### config.mk
export PLATFORM = sky130hd
export DESIGN_NAME = plsr_pulser_flat
export DESIGN_NICKNAME = d
export VERILOG_FILES = /design/src/plsr_pkg.sv /design/src/plsr_if.sv /design/src/plsr_chan_decode.sv /design/src/plsr_pulser.sv /design/src/flat_wrapper.sv
export SDC_FILE = /design/constraint.sdc
export NUM_CORES = 1
export LEC_CHECK = 0
export BUFFER_PORTS_ARGS = -buffer_cell sky130_fd_sc_hd__buf_2
export CORE_UTILIZATION = 51
export CTS_CLUSTER_DIAMETER = 150
export CTS_CLUSTER_SIZE = 12
export DETAILED_ROUTE_END_ITERATION = 8
export GPL_TIMING_DRIVEN = 1
export HOLD_SLACK_MARGIN = 0.08
export PLACE_DENSITY = 0.78
export SETUP_SLACK_MARGIN = 0.5
export SYNTH_ARGS = -nofsm -noshare
export SYNTH_HDL_FRONTEND = slang
export SYNTH_SLANG_ARGS = --single-unit
### constraint.sdc
create_clock -name clock -period 2.3 [get_ports clock]
set_clock_uncertainty 0.2 [all_clocks]
set_input_delay 0.46 -clock clock [delete_from_list [all_inputs] [get_ports clock]]
set_output_delay 0.46 -clock clock [all_outputs]
set_load 0.005 [all_outputs]
### src/plsr_pkg.sv
// Shared constants and types for the pulser channel mode control
package plsr_pkg;

  localparam int CLK_MHZ = 250;
  localparam int CH_NUM  = 4;

  // Overlap times of the first series switch and the shunt, in ns
  localparam int OVL_NS_0 = 0;
  localparam int OVL_NS_1 = 100;
  localparam int OVL_NS_2 = 200;
  localparam int OVL_NS_3 = 300;
  localparam int OVL_CYC_1 = (OVL_NS_1 * CLK_MHZ + 999) / 1000;
  localparam int OVL_CYC_2 = (OVL_NS_2 * CLK_MHZ + 999) / 1000;
  localparam int OVL_CYC_3 = (OVL_NS_3 * CLK_MHZ + 999) / 1000;

  // Ground clamp hold before a burst, in ns
  localparam int TX_SETUP_NS  = 100;
  localparam int TX_SETUP_CYC = (TX_SETUP_NS * CLK_MHZ + 999) / 1000;
  // Settle after clocked mode is enabled, in ns
  localparam int CLOCK_MODE_SELECT_N_NS     = 600;
  localparam int CLOCK_MODE_SELECT_N_CYC    = (CLOCK_MODE_SELECT_N_NS * CLK_MHZ + 999) / 1000;

  // Clock edge delay steps in ps; finer than one cycle, so edge_dly is captured but not applied
  localparam int EDGE_PS_STEP = 500;

  // Over-temperature threshold and hysteresis, degrees C
  localparam logic [7:0] OT_SET_C  = 8'h6e;
  localparam logic [7:0] OT_HYST_C = 8'h0a;

  // Strap values after reset (pull-ups and pull-downs)
  localparam logic [1:0] DRIVE_RST   = 2'h3;
  localparam logic [1:0] OVL_RST     = 2'h0;
  localparam logic [1:0] EDGE_RST    = 2'h0;
  localparam logic       CLKSEL_RST  = 1'h1;
  localparam logic       IFSEL_RST   = 1'h1;
  localparam logic       TERM_RST    = 1'h0;
  localparam logic       OE_N_RST    = 1'h1;

  typedef enum logic [2:0] {
    CODE_IDLE   = 3'b000,
    CODE_POS2   = 3'b001,
    CODE_RX     = 3'b010,
    CODE_POS1   = 3'b011,
    CODE_GND    = 3'b100,
    CODE_NEG2   = 3'b101,
    CODE_GND_RX = 3'b110,
    CODE_NEG1   = 3'b111
  } plsr_code_t;

  // Switch states for one channel, 1 = on
  typedef struct packed {
    logic hv1_high_fet;
    logic hv1_low_fet;
    logic hv2_high_fet;
    logic hv2_low_fet;
    logic hv2_neg_assist_fet;
    logic hv2_pos_assist_fet;
    logic gnd_clamp_high_fet;
    logic gnd_clamp_low_fet;
    logic ground_bleed_switch;
    logic rx_series_switch_first;
    logic rx_shunt_switch;
    logic rx_series_switch_second;
  } plsr_sw_t;

  localparam plsr_sw_t SW_SAFE = 12'h002;

endpackage : plsr_pkg

### src/plsr_if.sv
// Pin bundle between the beamformer end and the pulser end
`timescale 1ns/1ps
`default_nettype none
interface plsr_if;
  logic [11:0] channel_code;
  logic        output_enable_n;
  logic        clock_mode_select_n;
  logic        clock_interface_select;
  logic        diff_termination_select;
  logic [1:0]  clock_edge_delay_sel;
  logic [1:0]  drive_strength_sel;
  logic [1:0]  rx_overlap_sel;
  logic        link_clock;
  logic        clock_negative;
  logic        overtemp_flag_o;
  logic        overtemp_flag_oe_n;

  modport pulser (
    input  channel_code, output_enable_n, clock_mode_select_n, clock_interface_select,
    input  diff_termination_select, clock_edge_delay_sel, drive_strength_sel,
    input  rx_overlap_sel, link_clock, clock_negative,
    output overtemp_flag_o, overtemp_flag_oe_n
  );
  modport beam (
    output channel_code, output_enable_n, clock_mode_select_n, clock_interface_select,
    output diff_termination_select, clock_edge_delay_sel, drive_strength_sel,
    output rx_overlap_sel, link_clock, clock_negative,
    input  overtemp_flag_o, overtemp_flag_oe_n
  );
endinterface : plsr_if
`default_nettype wire

### src/plsr_chan_decode.sv
// One channel: code decode, overlap of receive switches
`timescale 1ns/1ps
`default_nettype none
module plsr_chan_decode
  import plsr_pkg::*;
(
  input  wire logic          clock,
  input  wire logic          reset,
  input  wire logic [2:0]    code,
  input  wire logic          enable_n,
  input  wire logic [1:0]    drive_sel,
  input  wire logic [1:0]    overlap_sel,
  output plsr_pkg::plsr_sw_t sw
);
  import plsr_pkg::*;

  typedef struct packed {
    plsr_sw_t    sw;
    logic [7:0]  ovl_cnt;
    logic        rx_prev;
  } plsr_ch_state_t;

  plsr_ch_state_t st_r, st_nxt;

  function automatic logic [7:0] ovl_cycles(input logic [1:0] sel);
    case (sel)
      2'h1:    ovl_cycles = 8'(OVL_CYC_1);
      2'h2:    ovl_cycles = 8'(OVL_CYC_2);
      2'h3:    ovl_cycles = 8'(OVL_CYC_3);
      default: ovl_cycles = 8'(OVL_NS_0);
    endcase
  endfunction : ovl_cycles

  always_comb begin
    plsr_sw_t t;
    logic     rx_on;
    t = SW_SAFE;
    st_nxt = st_r;
    rx_on = 1'b0;
    if (!enable_n) begin
      case (plsr_code_t'(code))
        CODE_IDLE: t = SW_SAFE;
        CODE_POS2: begin
          t.hv2_high_fet       = 1'b1;
          t.hv2_pos_assist_fet = 1'b1;
        end
        CODE_NEG2: begin
          t.hv2_low_fet        = 1'b1;
          t.hv2_neg_assist_fet = 1'b1;
        end
        CODE_POS1: t.hv1_high_fet = 1'b1;
        CODE_NEG1: t.hv1_low_fet  = 1'b1;
        CODE_RX: rx_on = 1'b1;
        CODE_GND: begin
          t.gnd_clamp_high_fet  = 1'b1;
          t.gnd_clamp_low_fet   = 1'b1;
          t.ground_bleed_switch = 1'b1;
        end
        CODE_GND_RX: begin
          t.gnd_clamp_high_fet  = 1'b1;
          t.gnd_clamp_low_fet   = 1'b1;
          t.ground_bleed_switch = 1'b1;
          rx_on = 1'b1;
        end
        default: t = SW_SAFE;
      endcase
    end
    if (drive_sel != DRIVE_RST) begin
      t.hv2_neg_assist_fet = 1'b0;
      t.hv2_pos_assist_fet = 1'b0;
    end
    if (rx_on) begin
      if (!st_r.rx_prev) begin
        st_nxt.ovl_cnt = ovl_cycles(overlap_sel);
      end else if (st_r.ovl_cnt != 8'h00) begin
        st_nxt.ovl_cnt = st_r.ovl_cnt - 8'h01;
      end
      t.rx_series_switch_first  = 1'b1;
      t.rx_series_switch_second = 1'b1;
      t.rx_shunt_switch = (!st_r.rx_prev) ? (ovl_cycles(overlap_sel) != 8'h00)
                                          : (st_r.ovl_cnt > 8'h01);
    end else begin
      st_nxt.ovl_cnt = 8'h00;
    end
    st_nxt.rx_prev = rx_on;
    st_nxt.sw = t;
  end

  always_ff @(posedge clock) begin
    if (reset) begin
      st_r <= '{sw: SW_SAFE, ovl_cnt: 8'h00, rx_prev: 1'b0};
    end else begin
      st_r <= st_nxt;
    end
  end

  assign sw = st_r.sw;

endmodule : plsr_chan_decode
`default_nettype wire

### src/plsr_pulser.sv
// Pulser end: strap capture, clocked or transparent input path, four channel decoders
`timescale 1ns/1ps
`default_nettype none
// What this block does
// - Disabled outputs leave only shunt on
// - Three-bit code per channel, bit2 MSB
// - Code 000 leaves only shunt on
// - Codes 001/101 drive second rail with assist
// - Codes 011/111 drive first rail only
// - Code 010 closes receive path
// - Code 100 clamps node to ground
// - Code 110 clamps and closes receive
// - Assists off unless drive mode 3
// - Drive strength selects four currents, default 3
// - Controller picks drive mode by load
// - Receive overlap 0-300 ns, default 0
// - Clock edge delay 0-1.5 ns, default 0; edge_dly is captured but not applied
// - Controller clamps ground 100 ns first
// - Clock mode select low means clocked
// - Interface select high means CMOS clock
// - Termination select high connects termination
// - Controller keeps clock at most 200 MHz
// - Over-temperature pulls flag low, with hysteresis
// - Controller waits 600 ns after clock enable
module plsr_pulser
  import plsr_pkg::*;
(
  input  wire logic                                  clock,
  input  wire logic                                  reset,
  plsr_if.pulser                                     pins,
  input  wire logic [7:0]                            die_temp_c,
  output plsr_pkg::plsr_sw_t [plsr_pkg::CH_NUM-1:0]  ch_switch,
  output logic [1:0]                                 drive_current_mode,
  output logic                                       clocked_active,
  output logic                                       lvds_selected,
  output logic                                       termination_on
);
  import plsr_pkg::*;

  typedef struct packed {
    logic [2:0][11:0] code_sync;
    logic [2:0]       oe_sync;
    logic [2:0]       clksel_sync;
    logic [2:0]       lclk_sync;
    logic [11:0]      code_hold;
    logic             oe_hold;
    logic [1:0]       edge_dly;
    logic [1:0]       drive_sel;
    logic [1:0]       ovl_sel;
    logic             clksel_n;
    logic             if_sel;
    logic             term_sel;
    logic             strap_done;
    logic             ot_active;
    logic             ot_oe_n;
    logic             clocked_act;
    logic             lvds_act;
  } plsr_dev_state_t;

  plsr_dev_state_t st_r, st_nxt;
  logic [11:0]     code_eff;
  logic            oe_eff;

  // The last two stages must agree before a change counts
  function automatic logic agreed(input logic s2, input logic s3, input logic cur);
    if (s2 == s3) begin
      agreed = s3;
    end else begin
      agreed = cur;
    end
  endfunction : agreed

  always_comb begin
    logic lclk_rise;
    lclk_rise = st_r.lclk_sync[1] && !st_r.lclk_sync[2];
    st_nxt = st_r;
    st_nxt.code_sync   = {st_r.code_sync[1:0], pins.channel_code};
    st_nxt.oe_sync     = {st_r.oe_sync[1:0], pins.output_enable_n};
    st_nxt.clksel_sync = {st_r.clksel_sync[1:0], pins.clock_mode_select_n};
    st_nxt.lclk_sync   = {st_r.lclk_sync[1:0], pins.link_clock};
    // Straps are caught once after reset release
    if (!st_r.strap_done) begin
      st_nxt.strap_done = 1'b1;
      st_nxt.drive_sel  = pins.drive_strength_sel;
      st_nxt.ovl_sel    = pins.rx_overlap_sel;
      st_nxt.edge_dly   = pins.clock_edge_delay_sel;
      st_nxt.if_sel     = pins.clock_interface_select;
      st_nxt.term_sel   = pins.diff_termination_select;
    end
    st_nxt.clksel_n = agreed(st_r.clksel_sync[1], st_r.clksel_sync[2], st_r.clksel_n);
    if (lclk_rise) begin
      st_nxt.code_hold = st_r.code_sync[2];
      st_nxt.oe_hold   = st_r.oe_sync[2];
    end
    if (die_temp_c > OT_SET_C) begin
      st_nxt.ot_active = 1'b1;
    end else if (die_temp_c <= OT_SET_C - OT_HYST_C) begin
      st_nxt.ot_active = 1'b0;
    end
    st_nxt.ot_oe_n = !st_nxt.ot_active;
    // Status outputs leave straight from flops
    st_nxt.clocked_act = !st_nxt.clksel_n;
    st_nxt.lvds_act    = !st_nxt.if_sel;
  end

  always_ff @(posedge clock) begin
    if (reset) begin
      st_r <= '{
        code_sync:   '0,
        oe_sync:     3'h7,
        clksel_sync: 3'h7,
        lclk_sync:   3'h0,
        code_hold:   12'h000,
        oe_hold:     OE_N_RST,
        edge_dly:    EDGE_RST,
        drive_sel:   DRIVE_RST,
        ovl_sel:     OVL_RST,
        clksel_n:    CLKSEL_RST,
        if_sel:      IFSEL_RST,
        term_sel:    TERM_RST,
        strap_done:  1'b0,
        ot_active:   1'b0,
        ot_oe_n:     1'b1,
        clocked_act: !CLKSEL_RST,
        lvds_act:    !IFSEL_RST
      };
    end else begin
      st_r <= st_nxt;
    end
  end

  assign code_eff = st_r.clksel_n ? st_r.code_sync[2] : st_r.code_hold;
  assign oe_eff   = st_r.clksel_n ? st_r.oe_sync[2]   : st_r.oe_hold;

  for (genvar g = 0; g < CH_NUM; g++) begin : g_ch
    plsr_chan_decode i_plsr_chan_decode (
      .clock       (clock),
      .reset       (reset),
      .code        (code_eff[3*g +: 3]),
      .enable_n    (oe_eff),
      .drive_sel   (st_r.drive_sel),
      .overlap_sel (st_r.ovl_sel),
      .sw          (ch_switch[g])
    );
  end

  // Open drain: driven low, enable low while pulling
  assign pins.overtemp_flag_o    = 1'b0;
  assign pins.overtemp_flag_oe_n = st_r.ot_oe_n;
  assign drive_current_mode      = st_r.drive_sel;
  assign clocked_active          = st_r.clocked_act;
  assign lvds_selected           = st_r.lvds_act;
  assign termination_on          = st_r.term_sel;

endmodule : plsr_pulser
`default_nettype wire

### src/flat_wrapper.sv
// flat-port wrapper written by rule: the top's interface ports become plain ports
module plsr_pulser_flat import plsr_pkg::*;
  (clock, reset, die_temp_c, ch_switch, drive_current_mode, clocked_active, lvds_selected, termination_on, pins_channel_code, pins_output_enable_n, pins_clock_mode_select_n, pins_clock_interface_select, pins_diff_termination_select, pins_clock_edge_delay_sel, pins_drive_strength_sel, pins_rx_overlap_sel, pins_link_clock, pins_clock_negative, pins_overtemp_flag_o, pins_overtemp_flag_oe_n);
  plsr_if pins_i ();
  input  wire logic clock;
  input  wire logic reset;
  input  wire logic [7:0] die_temp_c;
  output plsr_pkg::plsr_sw_t [plsr_pkg::CH_NUM-1:0] ch_switch;
  output logic [1:0] drive_current_mode;
  output logic clocked_active;
  output logic lvds_selected;
  output logic termination_on;
  input wire logic [$bits(pins_i.channel_code)-1:0] pins_channel_code;
  input wire logic [$bits(pins_i.output_enable_n)-1:0] pins_output_enable_n;
  input wire logic [$bits(pins_i.clock_mode_select_n)-1:0] pins_clock_mode_select_n;
  input wire logic [$bits(pins_i.clock_interface_select)-1:0] pins_clock_interface_select;
  input wire logic [$bits(pins_i.diff_termination_select)-1:0] pins_diff_termination_select;
  input wire logic [$bits(pins_i.clock_edge_delay_sel)-1:0] pins_clock_edge_delay_sel;
  input wire logic [$bits(pins_i.drive_strength_sel)-1:0] pins_drive_strength_sel;
  input wire logic [$bits(pins_i.rx_overlap_sel)-1:0] pins_rx_overlap_sel;
  input wire logic [$bits(pins_i.link_clock)-1:0] pins_link_clock;
  input wire logic [$bits(pins_i.clock_negative)-1:0] pins_clock_negative;
  output wire logic [$bits(pins_i.overtemp_flag_o)-1:0] pins_overtemp_flag_o;
  output wire logic [$bits(pins_i.overtemp_flag_oe_n)-1:0] pins_overtemp_flag_oe_n;
  assign pins_i.channel_code = pins_channel_code;
  assign pins_i.output_enable_n = pins_output_enable_n;
  assign pins_i.clock_mode_select_n = pins_clock_mode_select_n;
  assign pins_i.clock_interface_select = pins_clock_interface_select;
  assign pins_i.diff_termination_select = pins_diff_termination_select;
  assign pins_i.clock_edge_delay_sel = pins_clock_edge_delay_sel;
  assign pins_i.drive_strength_sel = pins_drive_strength_sel;
  assign pins_i.rx_overlap_sel = pins_rx_overlap_sel;
  assign pins_i.link_clock = pins_link_clock;
  assign pins_i.clock_negative = pins_clock_negative;
  assign pins_overtemp_flag_o = pins_i.overtemp_flag_o;
  assign pins_overtemp_flag_oe_n = pins_i.overtemp_flag_oe_n;
  plsr_pulser u_core (.clock(clock), .reset(reset), .pins(pins_i), .die_temp_c(die_temp_c), .ch_switch(ch_switch), .drive_current_mode(drive_current_mode), .clocked_active(clocked_active), .lvds_selected(lvds_selected), .termination_on(termination_on));
endmodule
## Word-level counts from Yosys, hierarchy flattened

Index checks and enable logic that the tools add are counted.

- Input port bits: 34
- Word-level logic and storage cells: 207
- Bits in registers: 154
- Output and inout port bits: 55

- Bitwise operators: 4
- $add $sub $neg: 4
- Magnitude comparators: 6
- Mux-type cells: 55
- Reductions and logical operators: 27
- Equality and inequality tests: 37

Operators by type and width:

| cell | count |
|---|---|
| 2-to-1 mux 8 bit | 12 |
| nonzero test 8 bit | 8 |
| equality test 3 bit, second input constant | 16 |
| greater-than comparator 8 x 1 -> 1 bit, second input constant | 4 |
| subtractor 8 x 1 -> 8 bit, second input constant | 4 |
| 2-to-1 mux 1 bit | 28 |
| 2-to-1 mux 3 bit | 9 |
| OR reduction 2 bit | 13 |
| equality test 3 x 2 -> 1 bit, second input constant | 8 |
| case mux 7 bit (3 select lines) | 1 |
| equality test 3 x 1 -> 1 bit, second input constant | 4 |
| 2-to-1 mux 12 bit | 1 |
| greater-than comparator 8 x 7 -> 1 bit, second input constant | 1 |
| less-or-equal comparator 8 x 7 -> 1 bit, second input constant | 1 |
| 2-to-1 mux 2 bit | 4 |
| inequality test 2 x 1 -> 1 bit, second input constant | 4 |
| equality test 2 bit, second input constant | 2 |
| zero test 1 bit | 4 |
| inverter 1 bit | 4 |
| OR reduction 3 bit | 1 |
| equality test 2 x 1 -> 1 bit, second input constant | 1 |
| inequality test 2 bit, second input constant | 1 |
| equality test 1 bit | 1 |
| logical AND 1 bit | 1 |

## Logic depth before layout (Yosys ltp)

- Depth in word-level cells: 9
- Depth in mapped cells: 7
- Gate-level depth less buffers: 6

## Cells and area by module

Synthesis repeated with hierarchy kept, for this count alone.

- Cell total of the unflattened synthesis: 605
- Area, all modules: 5898.2 um^2

Modules (own cells, without submodules):

| module | instances | area an instance (um^2) | cells an instance |
|---|---|---|---|
| plsr_chan_decode | 4 | 908.4 | 99 |
| plsr_pulser | 1 | 2264.7 | 209 |

## Least setup slack after synthesis

OpenSTA, ideal clock, no wires.

- Kind: register to register
- Start: reg u_core.g_ch[3].i_plsr_chan_decode.st_r[6] (netlist bit)
- End: reg u_core.g_ch[3].i_plsr_chan_decode.st_r[1] (netlist bit)
- Path slack: 0.064 ns
- Arrival: 1.916 ns
- Buffers on the path: 1
- Library setup time: 0.120 ns
- Cell stages (with the launch flop): 6
- Required time: 1.980 ns
- Cell sequence: dfxtp_1 or4_4 or4b_4 buf_6 and3_1 o31a_1

- Cells in the longest elaborated chain, start to end: 2

Ends and longest elaborated chain:

| what | line | RTL |
|---|---|---|
| start, declared | plsr_chan_decode.sv:23 | `plsr_ch_state_t st_r, st_nxt;` |
| start signal, assigned | plsr_chan_decode.sv:91 | `st_r <= '{sw: SW_SAFE, ovl_cnt: 8'h00, rx_prev: 1'b0};` |
| start signal, assigned | plsr_chan_decode.sv:93 | `st_r <= st_nxt;` |
| nonzero test 8 bit | plsr_chan_decode.sv:75 | `end else if (st_r.ovl_cnt != 8'h00) begin` |
| inequality test 2 x 1 -> 1 bit (no line) | - |  |

No other way between the ends.
A chain may end at the register's enable or synchronous reset.

## Final worst setup path

Same ends and word-level chain as after synthesis.

==> flow_metrics.tcl <==
set metrics [dict create \
    outcome "finished, violations left" \
    violations "design-rule violations" \
    fillCellCount 787 \
    routedWlPerCell_microns 14.7 \
    fin_nets 754 \
    cap_violations 0 \
    cts_buffers 17 \
    hp-start "die_temp_c[3]" \
    initial_core_util_pct 52.4 \
    syn_nets 665 \
    critPathLaunchType "flop" \
    tightest_slew_ns 0.511 \
    drv_slew 0 \
    grt_usage_pct 21.9 \
    fin_util_pct 66.6 \
    grt_max_degree 54 \
    yosysWarningCount 0 \
    netlist_top_cells_area "dfxtp_1 (49%), buf_4 (6.7%), nor2b_1 (5.1%)" \
    path_class "reg -> reg" \
    grt_pass1_wl_microns 19500 \
    min_path_type "in -> reg" \
    r2r_cells 4 \
    crit_fanout 7 \
    gp_congestion 0.851 \
    clk_latency_ns 0.53 \
    crit_path_top_delay_cell "or4b_4" \
    die_h_microns 108 \
    cp_cell_sequence "or4_4 -> or4b_4 -> and3_4 -> o31a_1" \
    worstPathArrival_ns 2.37 \
    grt-ovfl-total 0 \
    area_delta_synth_final_pct 27.0 \
    cellPowerDensity_mw_per_mm2 748 \
    core_sq_mm 0.0108 \
    worst_setup_path_end_kind "flop" \
    seq_area_frac_synth_pct 48.6 \
    antenna_cells 0 \
    rr_endpoint "u_core.g_ch[3].i_plsr_chan_decode.st_r[1]" \
    ir_drop_uv 470 \
    clkSinkCount 138 \
    leakagePower_nw 3.14 \
    hold_ws_ns 0.104 \
    r2r_setup_slack_ns 0.15 \
    dp_slack_ns 0.101 \
    fin_tns_setup_ns 0 \
    drtPass1Iterations 9 \
    power.total_mw 5.40 \
    hpwlAfterDp_microns 7200 \
    synth_cell_types 53 \
    netlist.area_leader.share_pct 48.6 \
    ys.flop_type "dfxtp_1" \
    hold_depth 4 \
    pin_count 89 \
    synth_top_area_cell "dfxtp_1" \
    postRouteWirelength_microns 12600 \
    clock_path_buffers 2 \
    fin_crit_ns 2.15 \
    die_area_sq_mm 0.0116 \
    synth-seq-cells 138 \
    finalNonFillerCells 857 \
    vias_per_cell 5.25 \
    drc_errors 1 \
    setup_ws_ns 0.151 \
    relSlewSlack_pct 64.9 \
    cts_tree "built" \
    hold_viol_final 0 \
    htree_levels 4 \
    io_buffers 84 \
    worst-path-buf-inv 0 \
    async_reset_ff_share_pct 0 \
    ant_nets 0 \
    die_x_microns 108 \
    post_dp_cell_area_sq_mm 0.00588 \
    required_ns 2.52 \
    synth_edf_count 0 \
    rsz0062_at_grt "yes" \
    reg2reg_from "u_core.g_ch[3].i_plsr_chan_decode.st_r[6]" \
    clkTransAtPathRegs_ns 0.06 \
    fmax_ghz 0.465 \
    setup_violations 0 \
    netlist_area_sq_mm 0.00568 \
    root_buffer "clkbuf_8" \
    rows 38 \
    dp_cells 770 \
    syn_area_per_cell_sq_um 9.24 \
    synthCells 615 \
    antenna_found_initial 0 \
    drive_gt1_share_pct 29.7 \
    worstHoldEndpoint "u_core.st_r[3]" \
    stdcell_area_sq_mm 0.00722 \
    finalCritPeriodShare_pct 93.4 \
    slowest_delay_ns 0.59 \
    grt_pass1_vias 4251 \
    via_count 4495 \
    drt_iter0_markers 221 \
    crit_family "simple AND/OR/NAND/NOR gates" \
]
==> flip-flops by register name, summed over array words and instances, names as in the netlist <==
signal	count
u_core.g_ch.i_plsr_chan_decode.st_r	34
u_core.lvds_selected	1
u_core.drive_current_mode	2
u_core.st_r	34
u_core.termination_on	1
u_core.st_nxt	30
u_core.g_ch.i_plsr_chan_decode.sw	34
u_core.clocked_active	1
u_core.pins.overtemp_flag_oe_n	1
==> repair_timing <==
| action | in CTS | in global routing |
|---|---|---|
| hold buffers | 28 | 0 |
| gates cloned | 1 | 0 |
| setup buffers | 14 | 12 |
| hold endpoints to repair | 25 | 0 |
| gates resized for setup | 26 | 30 |
| pin swaps | 4 | 11 |
| endpoints found under the setup margin | 37 | 46 |
==> layout make-up <==
class | count | area, sq um | share of cell area, %
clock buffer | 22 | 463 | 6.41
clock inverter | 10 | 140 | 1.94
inverter | 24 | 90.1 | 1.25
multi-input combinational | 380 | 2590 | 35.9
sequential | 138 | 2780 | 38.6
tap | 140 | 175 | 2.43
timing repair buffer | 143 | 978 | 13.6
==> power breakdown <==
group	total, mW	switching (mW)	internal [mW]
Combinational	0.212	0.101	0.110
Clock	2.73	0.989	1.74
Sequential	2.46	0.0251	2.43
==> cells in the mapped netlist, drive strengths merged, types with 3 or more instances <==
cell     number
a2111oi       3
a21oi        31
a311oi        3
a31oi        10
and3          5
and3b         6
buf          56
clkbuf       17
dfxtp       138
ha           16
inv          23
mux2          4
mux2i        16
nand2        58
nand2b        7
nand3        18
nand3b        4
nor2         42
nor2b        46
nor3         17
nor3b        15
nor4         11
o2111ai       3
o211ai        3
o21ai        15
o32ai         3
or2          12
or4           4
xor2          8
==> how the worst max path moves through the flow <==
stage | start | to | cells past startpoint
after floorplan | u_core.g_ch[3].i_plsr_chan_decode.st_r[5] | u_core.g_ch[3].i_plsr_chan_decode.st_r[1] | 5
after global placement | u_core.g_ch[3].i_plsr_chan_decode.st_r[5] | u_core.g_ch[3].i_plsr_chan_decode.st_r[1] | 4
after detailed placement | u_core.g_ch[3].i_plsr_chan_decode.st_r[3] | u_core.g_ch[3].i_plsr_chan_decode.st_r[1] | 4
after CTS | u_core.g_ch[3].i_plsr_chan_decode.st_r[6] | u_core.g_ch[3].i_plsr_chan_decode.st_r[1] | 4
after global routing | u_core.g_ch[3].i_plsr_chan_decode.st_r[6] | u_core.g_ch[3].i_plsr_chan_decode.st_r[1] | 4
final | u_core.g_ch[3].i_plsr_chan_decode.st_r[6] | u_core.g_ch[3].i_plsr_chan_decode.st_r[1] | 4
==> per-layer routing <==
layer / up-vias / GRT usage, % / part of all wire [%]
li1: 2212 / - / -
met1: 2109 / 25.4 / 42
met2: 151 / 37.1 / 51
met3: 23 / 6.36 / 5.6
met4: 0 / 10.1 / 1.5
met5: - / 0 / 0
==> worst min-delay path: stages <==
cell and delay, ns:
buf_2 0.08, a211o_1 0.10, a31oi_1 0.09, nor2_1 0.07
==> logic make-up after synthesis <==
| family | count (synthesis) | share of synthesized area, % |
|---|---|---|
| AOI/OAI and AO/OA | 83 | 9.12 |
| DFF | 138 | 48.6 |
| buffers and inverters | 97 | 9.91 |
| xor gates and xnor gates | 10 | 1.54 |
| and+or+nand+nor | 250 | 23.6 |
| other | 1 | 0.0660 |
| adders and majority gates | 16 | 3.52 |
| muxes | 20 | 3.61 |
==> layout by cell type (no fill, tap or decap), types with 6 or more instances in the layout <==
cell           count
o21ai_0            9
nor2_1            40
mux2i_1           15
nor3_1            16
nand2b_1           7
buf_2             84
and3b_1            6
nand3_1           15
xor2_1             8
clkbuf_16         16
or2_2             12
dlygate4sd3_1     28
ha_1              14
inv_1             19
buf_4             27
nor2b_1           46
a31oi_1            9
a21oi_1           30
nand2_1           57
dfxtp_1          130
nor3b_1           10
Note: power is estimated with default switching activity, not from simulation.
